File: src/logic/acc_pkg.sv
// Constants and types for the analog comparator control block
package acc_pkg;
    localparam int N_CMP = 3;
    localparam int AW    = 4;
    localparam int DW    = 8;

    // Register word addresses
    localparam logic [3:0] ADDR_CTRL1  = 4'h0;
    localparam logic [3:0] ADDR_CTRL2  = 4'h1;
    localparam logic [3:0] ADDR_CTRL3  = 4'h2;
    localparam logic [3:0] ADDR_ECTRL1 = 4'h3;
    localparam logic [3:0] ADDR_ECTRL2 = 4'h4;
    localparam logic [3:0] ADDR_ECTRL3 = 4'h5;
    localparam logic [3:0] ADDR_STATUS = 4'h6;
    localparam logic [3:0] ADDR_IRQ_EN = 4'h7;
    localparam logic [3:0] ADDR_IRQ_CLR = 4'h8;

    // Control register fields
    localparam int CTL_ON    = 7;
    localparam int CTL_IRQ   = 6;
    localparam int CTL_SEL_H = 5;
    localparam int CTL_SEL_L = 4;
    localparam int CTL_ALT   = 3;
    localparam int CTL_NEG_H = 2;

    // Extended control fields
    localparam int EXT_INV   = 5;
    localparam int EXT_OE    = 4;
    localparam int EXT_CAP   = 3;
    localparam int EXT_HYS_H = 2;

    // Shared status layout: flags 7..5, results 3..1
    localparam int ST_FLAG_LO = 5;
    localparam int ST_RES_LO  = 1;

    localparam logic [7:0] CTL_RESET  = 8'h00;
    localparam logic [7:0] CTL_WMASK1 = 8'hF7;
    localparam logic [7:0] CTL_WMASK3 = 8'hFF;
    localparam logic [7:0] EXT_WMASK  = 8'h3F;
    localparam logic [7:0] ZERO8      = 8'h00;

    typedef enum logic [1:0] {
        EDGE_TOGGLE  = 2'b00,
        EDGE_RSVD    = 2'b01,
        EDGE_FALLING = 2'b10,
        EDGE_RISING  = 2'b11
    } acc_edge_t;

    typedef enum logic [2:0] {
        NEG_REF_D640 = 3'b000,
        NEG_REF_D320 = 3'b001,
        NEG_REF_D213 = 3'b010,
        NEG_REF_D160 = 3'b011,
        NEG_BANDGAP  = 3'b100,
        NEG_DAC      = 3'b101,
        NEG_OWN_PIN  = 3'b110,
        NEG_SHARED   = 3'b111
    } acc_neg_t;

    typedef struct packed {
        logic       on;
        logic       irq_allow;
        acc_edge_t  edge_sel;
        logic       alt_pin_on;
        acc_neg_t   neg_sel;
    } acc_ctrl_t;

    typedef struct packed {
        logic [1:0] rsvd;
        logic       out_invert;
        logic       out_pin_on;
        logic       capture_route;
        logic [2:0] hyst_sel;
    } acc_ext_t;

    typedef struct packed {
        logic            wr;
        logic            rd;
        logic [AW-1:0]   addr;
        logic [DW-1:0]   wdata;
    } acc_bus_t;
endpackage

File: src/logic/acc_edge.sv
// Per-comparator synchroniser and event detector
`timescale 1ns/10ps
module acc_edge (
    input  wire logic              ref_clk,
    input  wire logic              reset,
    input  wire logic              raw,
    input  wire logic              on,
    input  wire acc_pkg::acc_edge_t edge_sel,
    output logic                   level,
    output logic                   event_p
);
    logic s1_q, s1_d;
    logic s2_q, s2_d;
    logic prev_q, prev_d;
    logic ev;

    always_comb begin
        s1_d   = raw;
        s2_d   = s1_q;
        prev_d = s2_q;
        ev     = 1'b0;
        unique case (edge_sel)
            acc_pkg::EDGE_TOGGLE:  ev = s2_q ^ prev_q;
            acc_pkg::EDGE_RSVD:    ev = 1'b0;
            acc_pkg::EDGE_FALLING: ev = prev_q & ~s2_q;
            acc_pkg::EDGE_RISING:  ev = ~prev_q & s2_q;
        endcase
    end

    always_ff @(posedge ref_clk) begin
        if (reset) begin
            s1_q   <= 1'b0;
            s2_q   <= 1'b0;
            prev_q <= 1'b0;
        end else begin
            s1_q   <= s1_d;
            s2_q   <= s2_d;
            prev_q <= prev_d;
        end
    end

    // Reserved code 01 raises nothing; disabled comparator raises nothing
    assign event_p = ev & on;
    assign level   = s2_q;
endmodule

File: src/logic/acc_top.sv
// Register file, routing and interrupt logic for three comparators
`timescale 1ns/10ps
// Notes on behaviour
// - Bit 7 of each control register switches that comparator on.
// - Bit 6 lets that comparator's flag drive cmp_irq_req; irq is gated by ien_q alone.
// - Sensitivity 00 triggers on any output change; 01 is reserved.
// - Sensitivity 10 falling edge, 11 rising edge.
// - Codes 000..011 pick reference fractions /6.40 /3.20 /2.13 /1.60.
// - Code 100 routes bandgap, code 101 routes the DAC output.
// - Code 110 picks comparator 1 own pin, 111 the shared pin.
// - Comparators 2 and 3 decode alike, 110 being their own pin.
// - Bit 3 enables comparator 3 alternate pin; reserved for 1 and 2.
// - Three control registers plus one shared status of outputs and flags.
// - Extended: invert b5, pin enable b4, capture b3, hysteresis b2..0.
// - Output high when positive pin exceeds the selected negative input.
// - Flag set on selected event; cleared by vector acknowledge when bit 6 is set, or by writing one.
// - Comparator 1 capture bit routes its output to timer capture.
// - Invert bit inverts the comparator output.
module acc_top (
    input  wire logic                      ref_clk,
    input  wire logic                      reset,
    input  wire logic [acc_pkg::AW-1:0]    reg_addr,
    input  wire logic [acc_pkg::DW-1:0]    reg_wdata,
    input  wire logic                      reg_wr,
    input  wire logic                      reg_rd,
    output logic      [acc_pkg::DW-1:0]    reg_rdata,
    input  wire logic [2:0]                cmp_raw,
    input  wire logic [2:0]                vector_ack,
    output logic      [2:0]                cmp_analog_on,
    output logic      [8:0]                cmp_neg_sel,
    output logic      [8:0]                cmp_hyst_sel,
    output logic      [2:0]                cmp_pin_out,
    output logic      [2:0]                cmp_pin_oe_n,
    output logic                           cmp3_alt_out,
    output logic                           cmp3_alt_oe_n,
    output logic                           capture_in,
    output logic      [2:0]                cmp_irq_req,
    output logic                           irq
);
    acc_pkg::acc_ctrl_t ctl_q [3];
    acc_pkg::acc_ctrl_t ctl_d [3];
    acc_pkg::acc_ext_t  ext_q [3];
    acc_pkg::acc_ext_t  ext_d [3];
    logic [2:0]         flag_q, flag_d;
    logic [2:0]         ien_q, ien_d;
    logic [7:0]         rdata_q, rdata_d;
    logic [2:0]         level, ev, res;
    logic [2:0]         out_q, out_d;
    logic               w1c_status;

    acc_pkg::acc_bus_t  bus;
    assign bus = '{wr: reg_wr, rd: reg_rd, addr: reg_addr,
                   wdata: reg_wdata};

    // Register layout and status packing are fixed to three comparators
    generate
        if (acc_pkg::N_CMP != 3) begin : gen_bad_count
            $error("acc_top serves exactly three comparators");
        end
    endgenerate

    genvar g;
    generate
        for (g = 0; g < 3; g++) begin : gen_cmp
            acc_edge acc_edge_inst (
                .ref_clk  (ref_clk),
                .reset    (reset),
                .raw      (cmp_raw[g]),
                .on       (ctl_q[g].on),
                .edge_sel (ctl_q[g].edge_sel),
                .level    (level[g]),
                .event_p  (ev[g])
            );
            // Analog result is high when positive beats negative input
            assign res[g] = level[g] & ctl_q[g].on;
            assign cmp_analog_on[g] = ctl_q[g].on;
            // Codes map straight to the analog mux; 110 is own pin
            assign cmp_neg_sel[3*g +: 3] = ctl_q[g].neg_sel;
            assign cmp_hyst_sel[3*g +: 3] = ext_q[g].hyst_sel;
            assign out_d[g] = res[g] ^ ext_q[g].out_invert;
            assign cmp_pin_out[g]  = out_q[g];
            assign cmp_pin_oe_n[g] = ~ext_q[g].out_pin_on;
            assign cmp_irq_req[g] = flag_q[g] & ctl_q[g].irq_allow;
        end
    endgenerate

    // Alternate pin only on comparator 3
    assign cmp3_alt_out  = out_q[2];
    assign cmp3_alt_oe_n = ~ctl_q[2].alt_pin_on;
    // No path to the timer unless routing bit is set
    assign capture_in = ext_q[0].capture_route & out_q[0];
    assign irq = |(flag_q & ien_q);
    assign reg_rdata = rdata_q;

    assign w1c_status = bus.wr && (bus.addr == acc_pkg::ADDR_STATUS);

    always_comb begin
        for (int i = 0; i < 3; i++) begin
            ctl_d[i] = ctl_q[i];
            ext_d[i] = ext_q[i];
        end
        ien_d  = ien_q;
        flag_d = flag_q;
        if (bus.wr) begin
            unique case (bus.addr)
                acc_pkg::ADDR_CTRL1:
                    ctl_d[0] = bus.wdata & acc_pkg::CTL_WMASK1;
                acc_pkg::ADDR_CTRL2:
                    ctl_d[1] = bus.wdata & acc_pkg::CTL_WMASK1;
                acc_pkg::ADDR_CTRL3:
                    ctl_d[2] = bus.wdata & acc_pkg::CTL_WMASK3;
                acc_pkg::ADDR_ECTRL1:
                    ext_d[0] = bus.wdata & acc_pkg::EXT_WMASK;
                acc_pkg::ADDR_ECTRL2:
                    ext_d[1] = bus.wdata & acc_pkg::EXT_WMASK;
                acc_pkg::ADDR_ECTRL3:
                    ext_d[2] = bus.wdata & acc_pkg::EXT_WMASK;
                acc_pkg::ADDR_IRQ_EN:
                    ien_d = bus.wdata[2:0];
                default: ;
            endcase
        end
        // Clears first so a same-cycle event still sets the flag
        if (w1c_status)
            flag_d = flag_d & ~bus.wdata[acc_pkg::ST_FLAG_LO +: 3];
        if (bus.wr && bus.addr == acc_pkg::ADDR_IRQ_CLR)
            flag_d = flag_d & ~bus.wdata[2:0];
        flag_d = flag_d & ~(vector_ack & {ctl_q[2].irq_allow,
                  ctl_q[1].irq_allow, ctl_q[0].irq_allow});
        flag_d = flag_d | ev;
    end

    always_comb begin
        rdata_d = acc_pkg::ZERO8;
        if (bus.rd) begin
            unique case (bus.addr)
                acc_pkg::ADDR_CTRL1:  rdata_d = ctl_q[0];
                acc_pkg::ADDR_CTRL2:  rdata_d = ctl_q[1];
                acc_pkg::ADDR_CTRL3:  rdata_d = ctl_q[2];
                acc_pkg::ADDR_ECTRL1: rdata_d = ext_q[0];
                acc_pkg::ADDR_ECTRL2: rdata_d = ext_q[1];
                acc_pkg::ADDR_ECTRL3: rdata_d = ext_q[2];
                acc_pkg::ADDR_STATUS: begin
                    rdata_d[acc_pkg::ST_FLAG_LO +: 3] = flag_q;
                    rdata_d[acc_pkg::ST_RES_LO +: 3]  = res;
                end
                acc_pkg::ADDR_IRQ_EN: rdata_d = {5'h0, ien_q};
                default: rdata_d = acc_pkg::ZERO8;
            endcase
        end
    end

    always_ff @(posedge ref_clk) begin
        if (reset) begin
            for (int i = 0; i < 3; i++) begin
                ctl_q[i] <= acc_pkg::CTL_RESET;
                ext_q[i] <= acc_pkg::CTL_RESET;
            end
            flag_q  <= 3'h0;
            ien_q   <= 3'h0;
            out_q   <= 3'h0;
            rdata_q <= acc_pkg::ZERO8;
        end else begin
            for (int i = 0; i < 3; i++) begin
                ctl_q[i] <= ctl_d[i];
                ext_q[i] <= ext_d[i];
            end
            flag_q  <= flag_d;
            ien_q   <= ien_d;
            out_q   <= out_d;
            rdata_q <= rdata_d;
        end
    end

    // Checks
    property p_flag_set;
        @(posedge ref_clk) disable iff (reset)
        ev[0] |=> flag_q[0];
    endproperty
    a_flag_set: assert property (p_flag_set) else $error("flag not set");

    property p_off_quiet;
        @(posedge ref_clk) disable iff (reset)
        !ctl_q[1].on |-> !ev[1];
    endproperty
    a_off_quiet: assert property (p_off_quiet) else $error("event while off");

    property p_rise;
        @(posedge ref_clk) disable iff (reset)
        (ctl_q[0].on && ctl_q[0].edge_sel == acc_pkg::EDGE_RISING
         && ev[0]) |-> level[0] && !$past(level[0]);
    endproperty
    a_rise: assert property (p_rise) else $error("bad rising event");

    property p_fall;
        @(posedge ref_clk) disable iff (reset)
        (ctl_q[2].edge_sel == acc_pkg::EDGE_FALLING && ev[2])
        |-> !level[2] && $past(level[2]);
    endproperty
    a_fall: assert property (p_fall) else $error("bad falling event");

    property p_toggle;
        @(posedge ref_clk) disable iff (reset)
        (ctl_q[1].on && ctl_q[1].edge_sel == acc_pkg::EDGE_TOGGLE
         && $changed(level[1]) && $stable(ctl_q[1])) |-> ev[1];
    endproperty
    a_toggle: assert property (p_toggle) else $error("toggle missed");

    property p_rsvd;
        @(posedge ref_clk) disable iff (reset)
        ctl_q[0].edge_sel == acc_pkg::EDGE_RSVD |-> !ev[0];
    endproperty
    a_rsvd: assert property (p_rsvd) else $error("reserved code fired");

    property p_w1c;
        @(posedge ref_clk) disable iff (reset)
        (w1c_status && bus.wdata[acc_pkg::ST_FLAG_LO] && !ev[0])
        |=> !flag_q[0];
    endproperty
    a_w1c: assert property (p_w1c) else $error("flag not cleared");

    property p_irq_gate;
        @(posedge ref_clk) disable iff (reset)
        cmp_irq_req[2] |-> flag_q[2] && ctl_q[2].irq_allow;
    endproperty
    a_irq_gate: assert property (p_irq_gate) else $error("irq leak");

    property p_invert;
        @(posedge ref_clk) disable iff (reset)
        $stable(ext_q[0]) && $stable(res[0]) |=>
        cmp_pin_out[0] == ($past(res[0]) ^ $past(ext_q[0].out_invert));
    endproperty
    a_invert: assert property (p_invert) else $error("invert wrong");

    property p_cap;
        @(posedge ref_clk) disable iff (reset)
        !ext_q[0].capture_route |-> !capture_in;
    endproperty
    a_cap: assert property (p_cap) else $error("capture leak");

    property p_rd;
        @(posedge ref_clk) disable iff (reset)
        (bus.rd && bus.addr == acc_pkg::ADDR_CTRL3) |=>
        reg_rdata == $past(ctl_q[2]);
    endproperty
    a_rd: assert property (p_rd) else $error("read data wrong");

    c_rise: cover property (@(posedge ref_clk) disable iff (reset)
        ev[0] && ctl_q[0].edge_sel == acc_pkg::EDGE_RISING);
    c_irq: cover property (@(posedge ref_clk) disable iff (reset) irq);
    c_clr: cover property (@(posedge ref_clk) disable iff (reset)
        w1c_status && |flag_q);
endmodule

File: config.mk
export PLATFORM = sky130hd
export DESIGN_NAME = acc_top
export DESIGN_NICKNAME = d
export VERILOG_FILES = /design/src/logic/acc_pkg.sv /design/src/logic/acc_edge.sv /design/src/logic/acc_top.sv
export SDC_FILE = /design/constraint.sdc
export NUM_CORES = 1
export LEC_CHECK = 0
export ABC_CLOCK_PERIOD_IN_PS = 1800
export BUFFER_PORTS_ARGS = -buffer_cell sky130_fd_sc_hd__buf_2
export CAP_MARGIN = 20
export CORE_AREA = 5 5 83 85
export CTS_CLUSTER_DIAMETER = 150
export DETAILED_ROUTE_END_ITERATION = 7
export DIE_AREA = 0 0 88 90
export PLACE_DENSITY_LB_ADDON = 0.25
export SLEW_MARGIN = 20
export SYNTH_ARGS = -nofsm -noshare
export SYNTH_HDL_FRONTEND = slang
export SYNTH_SLANG_ARGS = --single-unit
File: constraint.sdc
create_clock -name ref_clk -period 1.8 [get_ports ref_clk]
set_clock_uncertainty 0.2 [all_clocks]
set_input_delay 0.36 -clock ref_clk [delete_from_list [all_inputs] [get_ports ref_clk]]
set_output_delay 0.36 -clock ref_clk [all_outputs]
set_load 0.03 [all_outputs]
# Word level (Yosys, flattened, before mapping)
# Memories as Yosys holds them, arrays and structs flattened.
# Cells that the tools add are included.
[word_totals]
out_inout_bits = 42
ram_bits = 48
inputBits = 22
ff_bits = 26
elab_cells = 115
memories = 2
[classes]
n_eq_ne = 17
n_reduce_logical = 9
bitwise = 48
muxes = 26
[mem_list]
columns = ["memory", "words", "word_bits", "read_ports", "rd_ports_with_merged_regs", "wr", "line", "source"]
rows = [
  ["ctl_q", 3, 8, 3, 0, 3, "acc_top.sv:40", "acc_pkg::acc_ctrl_t ctl_q [3];"],
  ["ext_q", 3, 8, 3, 0, 3, "acc_top.sv:42", "acc_pkg::acc_ext_t ext_q [3];"],
]
[op_table]
columns = ["operator", "n"]
rows = [
  ["$mux W8", 12],
  ["$mux W24", 2],
  ["$pmux W3 S8", 1],
  ["$pmux W3 S7", 1],
  ["$and A1 B1 Y1", 16],
  ["$eq A4 B3 Y1 const B", 4],
  ["$and A3 B3 Y3", 5],
  ["$eq A2 B2 Y1 const B", 6],
  ["$pmux W1 S4", 3],
  ["$not A1 Y1", 11],
  ["$not A3 Y3", 3],
  ["$eq A4 B2 Y1 const B", 2],
  ["$pmux W1 S7", 1],
  ["$eq A2 B1 Y1 const B", 3],
  ["$logic_not A2 Y1", 3],
  ["$mux W3", 2],
  ["$or A1 B1 Y1", 6],
  ["$pmux W1 S6", 1],
  ["$xor A1 B1 Y1", 6],
  ["$eq A4 B1 Y1 const B", 1],
  ["$eq A4 B4 Y1 const B", 1],
  ["$logic_not A4 Y1", 1],
  ["$mux W1", 3],
  ["$or A3 B3 Y3", 1],
  ["other kinds (4)", 5],
]

# Depth between registers and ports, before layout
# Gate-level depths: netlist of the first run.
[logic_depth]
ltp_word = 7
ltp_mapped = 6
depth_no_buf = 6

# By module
# Synthesis of the first run repeated with hierarchy kept, for this count alone.
[unflattened]
hier_cells = 359
area_unflattened_um2 = 3258.1
[by_module_without_submodules]
columns = ["module", "n_inst", "area_each_um2", "seq_area_each_um2", "cells_each"]
rows = [
  ["acc_top", 1, 2792.7, 1141.1, 314],
  ["acc_edge", 3, 155.1, 60.1, 15],
]

# Least setup slack after synthesis of the first run
# Ideal clock, no wire load.
[synth_timing]
kind = "input to register"
startpoint = "input port reg_addr[1] in the netlist's numbering"
endpoint = "register rdata_q[5] (netlist: reg_rdata[5])"
slack_ns = 0.109
path_stages = 6
setup_ns = 0.134
required_time_ns = 1.466
n_path_buf = 2
t_arrival_ns = 1.357
path_cell_list = "buf_6 > nor2b_4 > buf_6 > a32o_1 > a222oi_1 > a221oi_1"
[synth_via]
elab_chain_cells = 2
word_cells_on_any_way = 8
cone_classes = "eq/ne (6); mux (1); reduce/logical (1)"
[synth_lines]
columns = ["item", "line", "source"]
rows = [
  ["from (decl)", "acc_top.sv:22", "input wire logic [acc_pkg::AW-1:0] reg_addr,"],
  ["$eq A4 B3 Y1, or another cell as far along", "acc_top.sv:136", "unique case (bus.addr)"],
  ["$pmux W3 S7 (*)", "acc_top.sv:136", ""],
  ["to (signal assigned)", "acc_top.sv:162", "rdata_q <= acc_pkg::ZERO8;"],
  ["to (signal assigned)", "acc_top.sv:171", "rdata_q <= rdata_d;"],
  ["to (decl)", "acc_top.sv:46", "logic [7:0] rdata_q, rdata_d;"],
]
# Every way passes the cells marked *; elsewhere a longest branch is shown, timed or not.
# A chain may end at the register's enable or synchronous reset.

# Worst setup path in the final report of the first run
[layout_timing]
startpoint = "register flag_q[0]"
endpoint = "output port irq"
[layout_via]
elab_chain_cells = 2
[layout_lines]
columns = ["item", "line", "source"]
rows = [
  ["from (decl)", "acc_top.sv:44", "logic [2:0] flag_q, flag_d;"],
  ["from (signal assigned)", "acc_top.sv:168", "flag_q <= flag_d;"],
  ["$and A3 B3 Y3", "acc_top.sv:92", "assign irq = |(flag_q & ien_q);"],
  ["$reduce_or A3 Y1", "acc_top.sv:92", ""],
  ["to (decl)", "acc_top.sv:38", "output logic irq"],
]
# Every way passes these cells.

==> results of run 1 <==
==> power groups by stage <==
stage / clock network [mW] / logic, mW / registers [mW]
after floorplan: 0 / 0.164 / 1.53
final: 1.38 / 0.270 / 1.50
after global placement: 0 / 0.265 / 1.53
after global routing: 1.47 / 0.295 / 1.50
after CTS: 1.40 / 0.269 / 1.50
after detailed placement: 0 / 0.268 / 1.53
==> cells in the mapped netlist, drive strengths merged, types with 2 or more instances <==
master / instances / area share (%)
clkbuf: 8 / 0.94
a221oi: 7 / 1.9
nand2: 35 / 4.1
ha: 6 / 2.4
a22oi: 7 / 1.7
nor3b: 3 / 1.1
nor2: 31 / 3.7
buf: 40 / 8.5
mux2: 6 / 2.1
o21ai: 4 / 0.63
and2: 7 / 1.4
nor3: 3 / 0.47
nor4: 2 / 0.39
a31oi: 4 / 0.79
and3: 5 / 0.98
nand3: 32 / 5.2
mux2i: 26 / 8.2
inv: 17 / 2.0
a31o: 3 / 0.83
dfxtp: 66 / 42
and2b: 2 / 0.47
a222oi: 2 / 0.63
nor2b: 11 / 2.4
o22a: 2 / 0.55
a21oi: 26 / 4.1
xor2: 3 / 0.83
==> stage by stage <==
stage	worst slack [ns]	power, mW	instances	hold WS [ns]
after detailed placement	-0.143	1.80	487	0.228
after global routing	-0.135	3.27	503	0.0187
after CTS	-0.0679	3.17	503	0.0130
after floorplan	0.109	1.69	367	0.214
after global placement	-0.174	1.80	487	0.219
final	-0.0457	3.15	503	0.0214
==> logic make-up after synthesis <==
| family | synth area share (%) |
|---|---|
| fa+ha+maj | 2.36 |
| simple gates | 20.8 |
| buf+inv | 11.4 |
| compound gates | 12.7 |
| flops | 41.5 |
| xor+xnor | 0.826 |
| mux | 10.3 |
==> timing repair <==
| item | CTS | global route |
|---|---|---|
| gates resized for setup | 4 | 1 |
| setup endpoints to repair | 1 | 1 |
| pin swaps | 1 | 1 |
==> per-layer routing <==
metal,up-vias,wire length [um]
li1,1358,-
met1,1296,3650
met2,98,4230
met3,12,514
met4,0,168
met5,-,0
==> state kept, by name (all words and copies together), names as in the netlist <==
register,flops
ctl_q,22
ext_q,18
reg_rdata,8
cmp_pin_out,3
flag_q,3
gen_cmp.acc_edge_inst.level,3
gen_cmp.acc_edge_inst.prev_q,3
gen_cmp.acc_edge_inst.s1_q,3
ien_q,3
==> worst max path at each step <==
stage	startpoint	endpoint	cells after the start
6_report	flag_q[0]$_SDFF_PP0_	irq	3
5_1_grt	flag_q[0]$_SDFF_PP0_	irq	3
4_1_cts	ien_q[0]$_SDFFE_PP0P_	irq	3
3_5_place_dp	reg_addr[2]	reg_rdata[0]$_SDFF_PP0_	6
3_3_place_gp	reg_addr[2]	reg_rdata[5]$_SDFF_PP0_	5
2_1_floorplan	reg_addr[1]	reg_rdata[5]$_SDFF_PP0_	6
==> critical path, cell delays in order (launching register included) <==
cell,delay (ns)
sky130_fd_sc_hd__dfxtp_2,0.35
sky130_fd_sc_hd__a222oi_1,0.34
sky130_fd_sc_hd__inv_1,0.10
sky130_fd_sc_hd__buf_6,0.15
==> final cells by class <==
| type | count | area [um2] | share of cell area (%) |
|---|---|---|---|
| Multi-Input combinational cell | 236 | 1500 | 40.0 |
| Timing Repair Buffer | 91 | 544 | 14.5 |
| Clock inverter | 5 | 77.6 | 2.07 |
| Tap cell | 77 | 96.3 | 2.57 |
| Sequential cell | 66 | 1330 | 35.4 |
| Inverter | 17 | 63.8 | 1.70 |
| Clock buffer | 11 | 141 | 3.78 |
==> results by stage, run 1 <==
Run status:
- The run finished, with violations left.
- The checks that failed: negative setup slack.

Clocking:
- The tree is rooted in a sky130_fd_sc_hd__clkbuf_8.
- The clock-pin slew on the worst setup and hold paths is ~0.07 ns.
- In this run the post-CTS setup repair buffer count came out at 0.
- The depth of the CTS H-tree is 3.
- For this design, the sink count on the clock tree is 66.
- For this design, the CTS-stage hold fixing added 0 buffers.
- In this run the deepest clock path goes through 2 buffers.
- TritonCTS built the clock tree.
- The total clock buffers created by CTS is 9.
- Clock latency on the worst-skew pair, taken at its later pin, is 0.34 ns.

Place:
- After legalization and detailed placement, the total HPWL measured approximately 6400 um.
- The placed standard-cell area is 0.00352 mm2.
- The port buffer count is 63.
- The routability congestion estimate from global placement is roughly 0.86.

Floorplan:
- In this run the horizontal extent of the chip is between 80 and 90 um.
- Once the floorplan was initialized, standard cells occupied 51.9% of the core.
- In this run the count of I/O pins placed on the die edge is 64.
- The initialized floorplan defines 29 standard-cell rows.
- The vertical extent of the die is about 90 um.
- The die covers between 0.007 and 0.008 mm2.
- The core region is a little over 0.006 mm2.

Global route:
- The total overflow left after global routing is 0.
- The global-route met1 utilization is a little under a third.
- For met2 alone, demand over resource in global routing was about a third.
- For this run, global-route usage on met3 was measured as approximately 4%.
- The first global-routing pass estimated approximately 14000 um of wire.
- The initial antenna violation count was 0.
- The overall global routing resource usage is between 20% and 30%.
- The pin count of the biggest net entering global routing is 56.
- The via count of the first global-routing pass is around 2700.
- After global routing, the most crowded layer is met2.

Power:
- In this run the power density over the cells is approximately 840 mW/mm2.
- Combinational cells account for approximately 8.6% of the total power.
- The maximum VDD drop is a little under 0.0007 V.
- The cell-internal power is between 2 and 2.5 mW.
- The reported leakage power is 1.61 nW.
- The part of the total power dissipated in sequential elements is around 48%.
- The clock network is responsible for roughly 44% of the overall power.
- Net switching is 23.9% of the power.
- The net switching power of the design is 0.754 mW.

Timing:
- The worst slew margin relative to its limit is 63.2%.
- The number of hold violations in the final report is 0.
- After layout, the worst path uses 103% of the clock period.
- For the pin with the worst max-slew slack, the measured transition is roughly 0.55 ns.
- The total negative slack for setup checks is -0.0457 ns.
- Setup repair after global routing could not meet its margin everywhere.
- The max-slew violation total from the final report came to 0.
- Setup violations remaining at the end of the flow were counted as 1.
- The maximum frequency from static timing analysis is approximately 540 MHz.
- The final setup slack of the worst path is -0.0457 ns.
- The time the final worst path needs with I/O delays and setup is 1.85 ns.

Setup path:
- The worst setup path is launched from a flip-flop.
- The reg-to-reg startpoint is gen_cmp[1].acc_edge_inst.prev_q$_SDFF_PP0_.
- The top fanout value on the critical path is 4.
- The reg-to-reg endpoint is flag_q[1]$_SDFF_PP0_.
- The critical path is of the reg -> out type.
- Counting cells, the worst reg-to-reg path comes to 6.
- The sort of element at the end of the critical path is an output pin.
- The data required time at the worst endpoint is ~1.2 ns.
- At the worst endpoint, the arrival time is about 1.3 ns.
- The worst reg-to-reg setup slack is 0.33 ns.

Hold path:
- The worst hold path terminates at gen_cmp[2].acc_edge_inst.s1_q$_SDFF_PP0_.
- The worst hold-check path type is in -> reg.
- The worst hold path begins at cmp_raw[2].
- The worst hold path was traced through 2 stages.

Final layout:
- The finished cells cover 0.00374 mm2.
- Cells with a size suffix above 1 make up ~28% of the layout.
- The layout has between 500 and 600 filler cells.
- The area overhead of the layout relative to synthesis is 17.7%.
- The library cells used most frequently in the layout, excluding fill and tap cells, are sky130_fd_sc_hd__dfxtp_1, sky130_fd_sc_hd__buf_2, sky130_fd_sc_hd__nand2_1.
- The most common cell after layout, fill and taps aside is sky130_fd_sc_hd__dfxtp_1.
- In the final design database the tool counted 449 nets.
- The repair_antennas step left the layout with diodes totalling 0.
- For this run, the share of the core covered by cells in the final layout is between 60% and 70%.

Synth:
- Counting every instance in the synthesized netlist gives around 370.
- The netlist area before placement is about 0.0032 mm2.
- The average cell area after synthesis is roughly 8.7 um2.
- The synthesis warning total is 0.
- In this run, synthesis produced a sequential element count of 66.
- The post-synthesis net count is just under 400.
- In the synthesized netlist the dominant register cell turns out to be sky130_fd_sc_hd__dfxtp_1.
- The synthesized design contains 0 enable-type register cells.
- The fraction of registers with async set or reset after synthesis is 0%.
- The number of different library cells used by synthesis comes to 41.
- The sequential fraction of the synthesis area is 41.5%.

Drt:
- For this run, design rule violations remaining after detail routing come to 0.
- The number of violations reported at the end of detailed-routing iteration 0 is 182.
- For this run, the detailed router's first-pass iteration total came to 4.
- Summed over all layers, the routed wires come to roughly 8600 um.
- The total via count in the routed design is 2764.
- In the final routed layout, each cell accounts on average for approximately 17 um.
- The post-detailed-route count of antenna-violating nets is 0.
- Using the TritonRoute via totals, the vias-per-cell ratio works out to around 5.5.

Job:
- The tool flagged a number of max-cap violations equal to 0.
Power figures use the tool's default switching activity.
==> run 2, diff against run 1 <==
--- a/config.mk
+++ b/config.mk
@@ -6,14 +6,14 @@
 export NUM_CORES = 1
 export LEC_CHECK = 0
 export ABC_CLOCK_PERIOD_IN_PS = 1800
-export BUFFER_PORTS_ARGS = -buffer_cell sky130_fd_sc_hd__buf_2
+export BUFFER_PORTS_ARGS = -buffer_cell sky130_fd_sc_hd__buf_4
 export CAP_MARGIN = 20
 export CORE_AREA = 5 5 83 85
 export CTS_CLUSTER_DIAMETER = 150
 export DETAILED_ROUTE_END_ITERATION = 7
 export DIE_AREA = 0 0 88 90
 export PLACE_DENSITY_LB_ADDON = 0.25
-export SLEW_MARGIN = 20
+export SLEW_MARGIN = 25
 export SYNTH_ARGS = -nofsm -noshare
 export SYNTH_HDL_FRONTEND = slang
 export SYNTH_SLANG_ARGS = --single-unit
==> results by stage, run 2 (same netlist as run 1, synthesis figures left out) <==
Setup path:
- The path type of the worst setup path is reg -> out (unchanged).
- The data required time at the worst endpoint is 1.24 ns (about the same).
- The worst endpoint data arrival time is 1.25 ns (was 1.29 ns).
- The worst path buffer plus inverter count is 2 (unchanged).
- The kind of start point of the critical path is a flip-flop (unchanged).
- The worst reg-to-reg setup slack came to 0.29 ns (was 0.33 ns).
- The dominant delay contributor by cell family on the critical path was flip-flops (unchanged).
- The sort of element at the end of the critical path is an output pin (unchanged).
- The top fanout value on the critical path is 3 (was 4).
- Critical-path cell list: a222oi_1 -> inv_1 -> buf_6 (unchanged).
- The stage delay of the slowest cell on the critical path is 0.34 ns (was 0.35 ns).
- The standard cell with the maximum stage delay on the critical path was sky130_fd_sc_hd__dfxtp_1 (was sky130_fd_sc_hd__dfxtp_2).

Timing:
- The final setup slack of the worst path came to -0.0118 ns (was -0.0457 ns).
- The fraction of the cycle the final worst path needs came to 101% (was 103%).
- The worst hold slack came to 0.0320 ns (was 0.0214 ns).
- RSZ-0062 raised after global routing: yes (unchanged).
- The pin slew with the least headroom to its limit is 0.580 ns (was 0.551 ns).
- The max-slew violation total from the final report is 0 (unchanged).
- The maximum frequency from static timing analysis came to 552 MHz (was 542 MHz).
- The time the final worst path needs with I/O delays and setup is 1.81 ns (was 1.85 ns).
- The number of hold violations in the final report came to 0 (unchanged).
- The worst slew margin relative to its limit was 61.4% (was 63.2%).
- The total of endpoints with negative setup slack in the final report is 1 (unchanged).

Clocking:
- The CTS sink count is 66 (unchanged).
- The clock tree root driver cell is sky130_fd_sc_hd__clkbuf_8 (unchanged).
- The depth of the CTS H-tree is 3 (unchanged).
- The total of hold buffers inserted after clock tree synthesis is 0 (unchanged).
- The total clock buffers created by CTS is 9 (unchanged).
- The TritonCTS clock tree is built (unchanged).
- The maximum buffer depth of the clock tree is 2 (unchanged).
- The clock-pin slew on the worst setup and hold paths is 0.07 ns (about the same).
- The clock latency at the later pin of the worst-skew pair was 0.34 ns (about the same).

Floorplan:
- The core region area came to 0.00613 mm2 (unchanged).
- The initial cell density of the core is 51.9% (unchanged).
- The site row count was 29 (unchanged).
- The vertical extent of the die is 90 um (unchanged).
- The count of pins on the block boundary was 64 (unchanged).
- The die extent in x is 88 um (unchanged).
- The total die area is 0.00792 mm2 (unchanged).

Place:
- The port buffer count is 63 (unchanged).
- The placed wire-length estimate after detailed placement is 6590 um (was 6390 um).
- The routability congestion estimate from global placement is 0.871 (was 0.864).

Drt:
- The routed metal-1 wire length is 3740 um (was 3650 um).
- The number of iterations in the first detailed-routing pass is 5 (was 4).
- The total via count in the routed design is 2833 (was 2764).
- The routed via count divided by cell count came to 5.64 (was 5.50).
- The total length of routed met3 wires is 473 um (was 514 um).
- The sum of met2 wire segment lengths after detailed routing was 4490 um (was 4230 um).
- The post-detailed-route count of antenna-violating nets is 0 (unchanged).
- The wire length per cell after detailed routing is 17.7 um (was 17.0 um).
- The number of DRC violations after detailed routing is 0 (unchanged).
- The number of violations reported at the end of detailed-routing iteration 0 was 157 (was 182).
- The wire length after detailed routing is 8890 um (was 8560 um).
- The top layer used by detailed routing is met4 (unchanged).

Final layout:
- The most common cell after layout, fill and taps aside is sky130_fd_sc_hd__buf_4 (was sky130_fd_sc_hd__dfxtp_1).
- The total number of nets in the final design was 448 (was 449).
- The largest register by flop count is ctl_q (unchanged).
- The area overhead of the layout relative to synthesis came to 21.8% (was 17.7%).
- The final antenna diode count was 0 (unchanged).
- The fraction of layout instances using a drive strength above 1 is 28.2% (was 28.4%).
- The flip-flop count of the largest register, all copies and words added is 22 (unchanged).
- Commonest cells after routing, fill and taps aside: sky130_fd_sc_hd__buf_4, sky130_fd_sc_hd__dfxtp_1, sky130_fd_sc_hd__nand2_1 (was sky130_fd_sc_hd__dfxtp_1, sky130_fd_sc_hd__buf_2, sky130_fd_sc_hd__nand2_1).

Power:
- The share of power burned in combinational logic was 9.4% (was 8.6%).
- The power per unit of standard cell area is 786 mW/mm2 (was 841 mW/mm2).
- The part of the total power dissipated in sequential elements is 49.2% (was 47.6%).
- The cell-internal power came to 2.30 mW (was 2.40 mW).
- The switching fraction of total power was 24.3% (was 23.9%).
- The reported leakage power is 1.62 nW (was 1.61 nW).
- The overall power is 3.04 mW (was 3.15 mW).
- The relative contribution of the clock network to total power is 41.4% (was 43.9%).
- The net switching power of the design is 0.741 mW (was 0.754 mW).
- The maximum VDD drop came to 0.000533 V (was 0.000688 V).

Global route:
- The residual overflow from global routing is 0 (unchanged).
- The wire length of the first global-routing pass is 14000 um (was 13900 um).
- The initial antenna violation count is 0 (unchanged).
- The via count of the first global-routing pass is 2701 (was 2653).
- The pin count of the biggest net entering global routing is 56 (unchanged).
- The overall global routing resource usage came to 23.0% (was 22.7%).

Job:
- The max-cap check violation count is 0 (unchanged).

Hold path:
- The worst hold-check path type is in -> reg (unchanged).

Run status:
- Run status: finished, violations left (unchanged).
- Failing checks: negative setup slack (unchanged).
## run 2: worst reg2reg max path, cell delays in order, from the launching register on
cell,delay [ns]
sky130_fd_sc_hd__dfxtp_2,0.33
sky130_fd_sc_hd__buf_4,0.14
sky130_fd_sc_hd__a32o_1,0.20
sky130_fd_sc_hd__a222oi_1,0.33
sky130_fd_sc_hd__a221oi_1,0.16
## run 2: stage by stage
stage | instance area, um2 | setup TNS, ns | cells | setup slack, ns | util (%)
3_5_place_dp | 3650 | -0.217 | 484 | -0.130 | 59.5
2_1_floorplan | 3180 | 0 | 367 | 0.109 | -
6_report | 3880 | -0.0118 | 502 | -0.0118 | 63.2
5_1_grt | 3880 | -0.0686 | 502 | -0.0686 | 63.2
3_3_place_gp | 3650 | -0.147 | 484 | -0.0744 | 59.5
4_1_cts | 3880 | -0.0599 | 502 | -0.0599 | 63.2
## run 2: path summary, 6_finish.rpt
kind	to	startpoint	depth (start not counted)
hold reg to reg	gen_cmp[1].acc_edge_inst.level$_SDFF_PP0_	gen_cmp[1].acc_edge_inst.s1_q$_SDFF_PP0_	1
hold / removal	gen_cmp[2].acc_edge_inst.s1_q$_SDFF_PP0_	cmp_raw[2]	2
setup reg to reg	reg_rdata[5]$_SDFF_PP0_	flag_q[0]$_SDFF_PP0_	4
setup / recovery	irq	ien_q[1]$_SDFFE_PP0P_	3
## run 2: area by class of cell
class                   count  area [um2]
flip-flops and latches     66        1320
clock inverters             5        52.6
well taps                  77        96.3
clock buffers              11         151
fillers                   553        2260
repair buffers             90         692
multi-input cells         236        1500
inverters                  17        63.8
## run 2: metal layers
metal | vias to the layer above | GRT usage (%)
met1 | 1372 | 29.5
met3 | 15 | 3.20
met5 | - | 0
met4 | 0 | 8.82
met2 | 96 | 38.3
li1 | 1350 | -
## run 2: repair_timing
action,in CTS,in global routing
endpoints found under the setup margin,1,1
pin swaps,1,0
setup buffers,2,0
gates resized for setup,3,0
## run 2: power groups by stage
stage	Combinational, mW	Sequential [mW]	Clock [mW]
finish	0.285	1.50	1.26
global route	0.307	1.50	1.35
CTS	0.282	1.50	1.29
detailed placement	0.280	1.53	0
global placement	0.277	1.53	0
floorplan	0.164	1.53	0
